==> src/rtl/fault_bank_pkg.sv <==
package fault_bank_pkg;

    // Register offsets on the management bus
    localparam logic [7:0] ADDR_SUPPLY = 8'hd4;
    localparam logic [7:0] ADDR_OCT = 8'hd5;
    localparam logic [7:0] ADDR_SERIOUS = 8'hd6;

    localparam logic [7:0] RESET_VAL = 8'h00;

    // Bits that latch until the host clears them
    localparam logic [7:0] SUPPLY_STICKY = 8'h30;
    localparam logic [7:0] OCT_STICKY = 8'ha7;
    localparam logic [7:0] SERIOUS_STICKY = 8'h14;

    // Field positions
    localparam int BIT_DRV_RAIL = 0;
    localparam int BIT_AUX_OV = 4;
    localparam int BIT_AUX_UV = 5;
    localparam int BIT_OC1 = 0;
    localparam int BIT_OC2 = 1;
    localparam int BIT_NOC = 2;
    localparam int BIT_CCL = 4;
    localparam int BIT_AVG = 5;
    localparam int BIT_THERM = 7;
    localparam int BIT_CONT_OC2 = 2;
    localparam int BIT_CONT_NOC = 4;

    // Consecutive cycles a fault may persist before the switches open
    localparam logic [2:0] PERSIST_CYCLES = 3'h3;

    localparam int NUM_PHASES = 4;

    typedef struct packed {
        logic drv_rail_out;
        logic aux_ov;
        logic aux_uv;
        logic [NUM_PHASES-1:0] oc1;
        logic [NUM_PHASES-1:0] oc2;
        logic [NUM_PHASES-1:0] negative_overcurrent;
        logic constant_current_loop;
        logic avg_fault;
        logic therm;
    } fault_in_t;

    typedef struct packed {
        logic valid;
        logic [NUM_PHASES-1:0] phases;
    } phase_loc_t;

endpackage

==> src/rtl/fault_status_flag_bank.sv <==
`timescale 1ns/1ps
module fault_status_flag_bank
    import fault_bank_pkg::*;
(
    // Clock and reset
    input wire logic i_clk,
    input wire logic i_reset,
    // Comparator and protection levels
    input wire fault_in_t i_fault,
    // Byte register port
    input wire logic [7:0] i_reg_addr,
    input wire logic i_reg_wr,
    input wire logic [7:0] i_reg_wdata,
    input wire logic i_reg_rd,
    output logic [7:0] o_reg_rdata,
    output logic o_reg_rvalid,
    // Phase location feeds
    output phase_loc_t o_loc_one,
    output phase_loc_t o_loc_two,
    // Power stage
    output logic o_switches_off
);

    fault_in_t meta_q;
    fault_in_t fs_q;
    logic [7:0] sup_q;
    logic [7:0] oct_q;
    logic [7:0] ser_q;
    logic drv_live_q;
    logic ccl_live_q;
    logic [7:0] sup_set;
    logic [7:0] oct_set;
    logic [7:0] ser_set;
    logic [7:0] sup_clr;
    logic [7:0] oct_clr;
    logic [7:0] ser_clr;
    logic [7:0] sup_view;
    logic [7:0] oct_view;
    logic [7:0] rd_mux;
    logic [1:0] run;
    logic [1:0] cont_set;
    logic [7:0] rdata_q;
    logic rvalid_q;
    phase_loc_t loc_one_q;
    phase_loc_t loc_two_q;

    // Comparators are analog and free running, so the whole level set is synchronised
    always_ff @(posedge i_clk) begin
        if (i_reset) begin
            meta_q <= '0;
        end else begin
            meta_q <= i_fault;
        end
    end

    always_ff @(posedge i_clk) begin
        if (i_reset) begin
            fs_q <= '0;
        end else begin
            fs_q <= meta_q;
        end
    end

    // Indicators that follow their condition rather than latch
    always_ff @(posedge i_clk) begin
        if (i_reset) begin
            drv_live_q <= 1'b0;
            ccl_live_q <= 1'b0;
        end else begin
            drv_live_q <= fs_q.drv_rail_out;
            ccl_live_q <= fs_q.constant_current_loop;
        end
    end

    // Persistence counters for the two continuous faults
    assign run[0] = |fs_q.oc2;
    assign run[1] = |fs_q.negative_overcurrent;

    for (genvar g = 0; g < 2; g++) begin : g_persist
        logic [2:0] cnt_q;

        always_ff @(posedge i_clk) begin
            if (i_reset) begin
                cnt_q <= 3'h0;
            end else if (!run[g]) begin
                cnt_q <= 3'h0;
            end else if (cnt_q != PERSIST_CYCLES) begin
                cnt_q <= cnt_q + 3'h1;
            end
        end

        // Fires on the fourth consecutive cycle of the fault
        assign cont_set[g] = run[g] && (cnt_q == PERSIST_CYCLES);
    end

    // Events that raise flags
    always_comb begin
        sup_set = '0;
        sup_set[BIT_AUX_OV] = fs_q.aux_ov;
        sup_set[BIT_AUX_UV] = fs_q.aux_uv;
        oct_set = '0;
        oct_set[BIT_OC1] = |fs_q.oc1;
        oct_set[BIT_OC2] = |fs_q.oc2;
        oct_set[BIT_NOC] = |fs_q.negative_overcurrent;
        oct_set[BIT_AVG] = fs_q.avg_fault;
        oct_set[BIT_THERM] = fs_q.therm;
        ser_set = '0;
        ser_set[BIT_CONT_OC2] = cont_set[0];
        ser_set[BIT_CONT_NOC] = cont_set[1];
    end

    // Host clears by writing a one over the flag
    assign sup_clr = (i_reg_wr && i_reg_addr == ADDR_SUPPLY) ? i_reg_wdata : 8'h00;
    assign oct_clr = (i_reg_wr && i_reg_addr == ADDR_OCT) ? i_reg_wdata : 8'h00;
    assign ser_clr = (i_reg_wr && i_reg_addr == ADDR_SERIOUS) ? i_reg_wdata : 8'h00;

    // A fresh event in the clearing cycle wins, so no fault is lost
    always_ff @(posedge i_clk) begin
        if (i_reset) begin
            sup_q <= RESET_VAL;
        end else begin
            sup_q <= ((sup_q & ~sup_clr) | sup_set) & SUPPLY_STICKY;
        end
    end

    always_ff @(posedge i_clk) begin
        if (i_reset) begin
            oct_q <= RESET_VAL;
        end else begin
            oct_q <= ((oct_q & ~oct_clr) | oct_set) & OCT_STICKY;
        end
    end

    always_ff @(posedge i_clk) begin
        if (i_reset) begin
            ser_q <= RESET_VAL;
        end else begin
            ser_q <= ((ser_q & ~ser_clr) | ser_set) & SERIOUS_STICKY;
        end
    end

    // Switches stay open until the host has cleared both continuous flags
    assign o_switches_off = ser_q[BIT_CONT_OC2] | ser_q[BIT_CONT_NOC];

    // Phase capture toward the location registers
    always_ff @(posedge i_clk) begin
        if (i_reset) begin
            loc_one_q <= '0;
            loc_two_q <= '0;
        end else begin
            loc_one_q.valid <= |(fs_q.oc1 | fs_q.negative_overcurrent);
            loc_one_q.phases <= fs_q.oc1 | fs_q.negative_overcurrent;
            loc_two_q.valid <= |fs_q.oc2;
            loc_two_q.phases <= fs_q.oc2;
        end
    end

    assign o_loc_one = loc_one_q;
    assign o_loc_two = loc_two_q;

    // Read view merges the latched flags with the live indicators
    always_comb begin
        sup_view = sup_q;
        sup_view[BIT_DRV_RAIL] = drv_live_q;
        oct_view = oct_q;
        oct_view[BIT_CCL] = ccl_live_q;
        unique case (i_reg_addr)
            ADDR_SUPPLY: rd_mux = sup_view;
            ADDR_OCT: rd_mux = oct_view;
            ADDR_SERIOUS: rd_mux = ser_q;
            default: rd_mux = 8'h00;
        endcase
    end

    // Single byte per access, answered on the next edge
    always_ff @(posedge i_clk) begin
        if (i_reset) begin
            rdata_q <= 8'h00;
            rvalid_q <= 1'b0;
        end else begin
            rvalid_q <= i_reg_rd;
            if (i_reg_rd) begin
                rdata_q <= rd_mux;
            end
        end
    end

    assign o_reg_rdata = rdata_q;
    assign o_reg_rvalid = rvalid_q;
endmodule

==> config.mk <==
export PLATFORM = sky130hd
export DESIGN_NAME = fault_status_flag_bank
export DESIGN_NICKNAME = d
export VERILOG_FILES = /design/src/rtl/fault_bank_pkg.sv /design/src/rtl/fault_status_flag_bank.sv
export SDC_FILE = /design/constraint.sdc
export NUM_CORES = 1
export LEC_CHECK = 0
export ABC_CLOCK_PERIOD_IN_PS = 3700
export BUFFER_PORTS_ARGS = -buffer_cell sky130_fd_sc_hd__buf_2
export CORE_ASPECT_RATIO = 1.5
export CORE_MARGIN = 2
export CORE_UTILIZATION = 28
export CTS_CLUSTER_SIZE = 8
export DETAILED_ROUTE_END_ITERATION = 8
export GPL_TIMING_DRIVEN = 0
export PLACE_DENSITY = 0.43
export SLEW_MARGIN = 10
export SYNTH_ARGS = -nofsm -noshare
export SYNTH_HDL_FRONTEND = slang
export SYNTH_SLANG_ARGS = --single-unit
export TNS_END_PERCENT = 20
==> constraint.sdc <==
create_clock -name i_clk -period 3.7 [get_ports i_clk]
set_clock_uncertainty 0.05 [all_clocks]
set_input_delay 0.555 -clock i_clk [delete_from_list [all_inputs] [get_ports i_clk]]
set_output_delay 0.555 -clock i_clk [all_outputs]
set_load 0.01 [all_outputs]
==> impl_results.md, run 1 <==
- Post-synth top cells: dfxtp_1 (70), nor2b_1 (43), nor2_1 (18)
- Area grow syn2layout: 28.97%
- Synth cell types: 34
- Seq/Total Area, Yosys: 0.5964
- DIE AREA: 0.009156 mm^2
- Actual slew at the worst max-slew pin: 0.6983 ns
- Slew HR: 0.5302
- Setup violators final: 0
- RSZ-0062 raised after global routing: false
- DRC viols: 0
- Vias per cell: 4.167
- Setup slack at placement: 1.836 ns
- CTS resizes: 0
- Final ANT Viol Nets: 0
- Cell internal pwr: 1.386 mW
- Uppermost routed layer: met4
- Met2 wire length: 2323 um
- Reg clk slew, reported paths: 0.05 ns
- Setup TNS Final: 0 ns
- Tot Pwr: 1.730 mW
- Tcrit/Tclk final: 0.4548
- Required @ worst endpoint: 3.09 ns
- DR pass1 iterations: 4
- Clock sink total: 70
- Met3 routed WL: 248 um
- Initial antenna violation count: 0
- Insertion delay of the later-clocked pin in the worst-skew pair: 0.32 ns
- Clock power frac: 0.480
- Root Buffer: clkbuf_16
- Comb pwr share: 0.058
- Bufs on Longest Clock Path: 2
- Die width: 78.80 um
- Fin nets: 330
- Yosys reg bits: 70
- P_sw: 344.3 uW
- VDD IR max: 0.0002905 V
- Post-synth EDFFs: 0
- FP Rows: 40
- Area occupied by multi-input gates: 873.3 um^2
- Vias: 1650
- Final Hold Fails: 0
- Crit Path Class: reg2out
- Final Max Slew Viols: 0
- CP Data Arrival Time: 1.08 ns
- Seq pwr share: 0.462
- Die height: 116.2 um
- Grt ovf: 0
- Async set-or-reset flop fraction in the synthesized netlist: 0
- HPWL Detailed: 3501 um
- Vias in the first global route: 1632
- CTS buffer count: 9
- Core Region: 0.008058 mm^2
- Post-route setup slack: 2.017 ns
- Ranking of synthesized cells by area: dfxtp_1 (60%), nor2b_1 (11%), nor2_1 (2.9%), ha_1 (2.1%), mux2i_1 (2.1%)
- Critical path peak fanout: 3
- Number of max-cap violations: 0
- Switching portion of total power: 0.1990
- Min-delay worst type: reg2reg
- Mapped cell area: 0.002350 mm^2
- Synthesis Warnings: 0
- Most common cell in the netlist: dfxtp_1
- Fmax: 594.2 MHz
- Post-Route M1 WL: 2072 um
- Post-CTS setup buffer count: 0
- FF+latch area: 0.001401 mm^2
- Routability Congestion: 0.7722
- Initial Util: 0.2916
- Ys flop type: dfxtp_1
- Nature of the critical path startpoint: register
- Port Buffers: 51
- GRT Util Overall: 0.1140
- Antenna Cells: 0
- Global-route wire length before repair: 7686 um
- Leak: 1.286 nW
- # fillers: 838
- Crit end category: output pin
- Top-area cell type share of the netlist area: 0.5964
- CTS HTree Levels: 3
- Hold_ws: 0.3806 ns
- WL final: 4779 um
- Avg Cell Area, Syn: 10.44 um^2
- Tmin final: 1.683 ns
- Share of cells above drive strength 1: 0.2577
- Worst R2R Setup Slack: 2.22 ns
- Largest net degree at the start of global routing: 11
- Status: finished clean
- CTS tree: yes
- Post-Synthesis Cells: 225
- Pwr/cell area: 571.0 mW/mm^2
- Post-CTS Hold Fix Bufs: 0
- Post-synth top area cell: dfxtp_1
- Initial DRC Count: 54
- Wire per inst: 12.07 um
- I/O pins: 58
cell usage in the layout (no fill, tap or decap), types with 3 or more instances in the layout:
cell,count
dfxtp_1,70
nor3_1,5
mux2i_1,5
clkbuf_16,9
clkbuf_1,9
nand4_1,3
a21oi_1,9
nor4_1,7
nand3_1,3
nand2b_1,6
inv_1,4
nor2b_1,43
nand2_1,10
buf_2,54
nor2_1,18
ha_1,4
metrics by stage:
| step | util | cells | area (um^2) |
|---|---|---|---|
| global route | 0.3761 | 396 | 3030 |
| CTS | 0.3761 | 396 | 3030 |
| floorplan | - | 226 | 2354 |
| finish | 0.3761 | 396 | 3030 |
| detailed placement | 0.3401 | 382 | 2740 |
| global placement | 0.3401 | 382 | 2740 |
path summary, 6_finish.rpt:
path                                           start                  end  cells after the start
worst max-delay path             ser_q[2]$_SDFF_PP0_       o_switches_off                      2
worst min-delay path            meta_q[2]$_SDFF_PP0_   fs_q[2]$_SDFF_PP0_                      1
worst max register to register    fs_q[3]$_SDFF_PP0_  ser_q[4]$_SDFF_PP0_                      3
worst min register to register  meta_q[2]$_SDFF_PP0_   fs_q[2]$_SDFF_PP0_                      1
logic make-up (layout without fill, tap and decap cells):
logic type	count (synthesis)	count (layout)	synth area share
adder cells (fa/ha/maj)	4	4	0.02130
AND/OR/NAND/NOR	103	103	0.2497
XOR/XNOR	2	2	0.007456
other	1	2	0.001596
AO/OA/AOI/OAI	22	22	0.06869
buffers and inverters	18	83	0.03354
flip-flops	70	70	0.5964
multiplexers	5	5	0.02130
layout make-up:
type | instances | share of cell area
timing repair buffer | 51 | 0.08423
inverter | 6 | 0.007432
buffer | 12 | 0.01858
multi-input combinational | 138 | 0.2882
tap | 105 | 0.04335
sequential | 70 | 0.4624
clock inverter | 1 | 0.009909
clock buffer | 13 | 0.08588
worst max-delay path, stage by stage, from the launching register on:
cell and delay [ns]:
dfxtp_1 0.32, or2_2 0.30, buf_2 0.14
state kept, by name (all words and copies together) (netlist names), 2 cells and up:
signal           cells
o_loc_one            5
o_loc_two            5
ser_q                2
fs_q                18
oct_q                5
sup_q                2
o_reg_rdata          6
g_persist.cnt_q      6
meta_q              18
power by group through the flow:
stage	Sequential [mW]	Combinational [mW]	Clock, mW
5_1_grt	0.803	0.113	0.887
4_1_cts	0.800	0.103	0.855
3_3_place_gp	0.816	0.102	0
2_1_floorplan	0.816	0.0577	0
6_report	0.800	0.100	0.830
3_5_place_dp	0.816	0.102	0
routing by layer:
layer,up-vias,track usage
li1,871,-
met1,722,0.1264
met2,48,0.1875
met3,9,0.03709
met4,0,0.07368
met5,-,0
No activity file was read; power rests on OpenSTA's default activity.
==> run 2, diff against run 1 <==
Settings changed: ABC_CLOCK_PERIOD_IN_PS 3700 to 1470, PLACE_DENSITY 0.43 to 0.45.
Clock period 3.7 ns to 1.47 ns, I/O delays scaled along.
==> run 2 against run 1 <==
Die area stayed put. Largest power group unchanged. Flip-flop and latch count stayed put. Via count is 0.30% higher. Routed wire length is 2.6% lower. Clock power grew to 2.8 times the previous value. Highest routed layer unchanged. Hold slack worse by 0.33 ns. Worst setup slack worse by 1.9 ns. Critical path type unchanged. Register-to-register slack worse by 2.0 ns. Sequential power grew to 2.5 times the previous value. Critical path depth stayed put. Cell count is 0.51% higher.
==> impl_results.md, run 2 (synthesized netlist as in run 1, its figures left out) <==
- Critical path peak fanout: 3
- Nature of the critical path startpoint: register
- Cell internal pwr: 3.598 mW
- WL final: 4654 um
- Setup slack at placement: -0.1116 ns
- CP top delay family: flip-flops
- Dpl cell area: 0.002740 mm^2
- Biggest regs: fs_q x18, meta_q x18
- Tmin final: 1.348 ns
- Final ANT Viol Nets: 0
- Final Hold Fails: 0
- Global-route wire length before repair: 7652 um
- Vias in the first global route: 1621
- Routability Congestion: 0.7879
- Tcrit/Tclk final: 0.9169
- DIE AREA: 0.009156 mm^2
- Post-CTS setup buffer count: 0
- DR pass1 iterations: 5
- Crit Path Class: reg2out
- VDD IR max: 0.0006088 V
- Required @ worst endpoint: 1.20 ns
- GRT Util Overall: 0.1114
- Most frequent cells in the layout: dfxtp_1 (70), buf_2 (54), nor2b_1 (43)
- Clock power frac: 0.504
- Fin nets: 330
- Slowest cell delay on critical path: 0.32 ns
- Fmax: 741.9 MHz
- Area grow syn2layout: 30.62%
- Status: finished clean
- I/O pins: 58
- Root Buffer: clkbuf_16
- Min-delay worst type: in2reg
- Crit path buffers/inverters: 1
- FP Rows: 40
- Hold_ws: 0.05031 ns
- Number of max-cap violations: 0
- Insertion delay of the later-clocked pin in the worst-skew pair: 0.32 ns
- Final Max Slew Viols: 0
- CTS HTree Levels: 3
- Post-route setup slack: 0.1222 ns
- Slew HR: 0.6477
- P_sw: 962.4 uW
- Seq pwr share: 0.441
- CTS buffer count: 9
- CP Data Arrival Time: 1.08 ns
- Leak: 1.299 nW
- Wire per inst: 11.69 um
- CTS tree: yes
- Die height: 116.2 um
- Cell area after layout: 0.003069 mm^2
- Clock sink total: 70
- Comb pwr share: 0.055
- Most common cell after layout, fill and taps aside: dfxtp_1
- Port Buffers: 51
- Initial DRC Count: 57
- Actual slew at the worst max-slew pin: 0.5284 ns
- Setup violators final: 0
- Initial antenna violation count: 0
- Switching portion of total power: 0.2110
- Vias: 1655
- Antenna Cells: 0
- Critical path's slowest cell: dfxtp_1
- # fillers: 827
- Grt ovf: 0
- Initial Util: 0.2916
- Largest net degree at the start of global routing: 14
- Die width: 78.80 um
- Vias per cell: 4.158
- Pwr/cell area: 1486 mW/mm^2
- RSZ-0062 raised after global routing: false
- DRC viols: 0
- Util after Layout: 0.3809
- Critical path cell sequence: or2_2, buf_2
- Reg clk slew, reported paths: 0.06 ns
- Share of cells above drive strength 1: 0.2696
- Core Region: 0.008058 mm^2
- HPWL Detailed: 3482 um
- Setup TNS Final: 0 ns
- Bufs on Longest Clock Path: 2
- Crit end category: output pin
## run 2: layout make-up
type	instances	area, um^2	share of cell area
Buffer	12	56.30	0.01834
Clock buffer	10	229.0	0.07460
Clock inverter	6	93.84	0.03057
Inverter	6	22.52	0.007338
Multi-Input combinational cell	138	879.6	0.2866
Sequential cell	70	1401	0.4566
Tap cell	105	131.4	0.04280
Timing Repair Buffer	51	255.2	0.08316
## run 2: power groups by stage
stage	sequential [mW]	combinational (mW)	clock, mW
after CTS	2.01	0.258	2.36
after detailed placement	2.05	0.256	0
after global placement	2.05	0.254	0
final	2.01	0.250	2.30
after global routing	2.02	0.286	2.46
after floorplan	2.05	0.145	0
## run 2: timing repair
item | 4_1_cts | 5_1_grt
setup endpoints to repair | 1 | 0
hold buffers | 0 | 0
resized for setup | 1 | 0
## run 2: worst reg2reg max path: stages, from the launching register on
cell and delay [ns]:
dfxtp_1 0.32, nor4_2 0.43, or2_1 0.23, o22ai_1 0.09
## run 2: path summary, 6_finish.rpt
check	from	end	slack (ns)	depth (start not counted)
hold / removal	i_fault[10]	meta_q[10]$_SDFF_PP0_	0.05	2
setup reg to reg	fs_q[3]$_SDFF_PP0_	ser_q[4]$_SDFF_PP0_	0.23	3
setup / recovery	ser_q[2]$_SDFF_PP0_	o_switches_off	0.12	2
hold reg to reg	meta_q[16]$_SDFF_PP0_	fs_q[16]$_SDFF_PP0_	0.38	1
## run 2: layer usage
layer	up-vias	routed length, um	track usage	part of all wire
met4	0	78	0.05614	0.017
met5	-	0	0	0
li1	879	-	-	-
met1	723	1982	0.1264	0.43
met2	47	2317	0.1852	0.50
met3	6	275	0.03941	0.059
## run 2: per-stage QoR
step / instances / power, mW
after floorplan: 226 / 2.198
after global placement: 382 / 2.305
after detailed placement: 382 / 2.309
after CTS: 398 / 4.635
after global routing: 398 / 4.761
final: 398 / 4.560
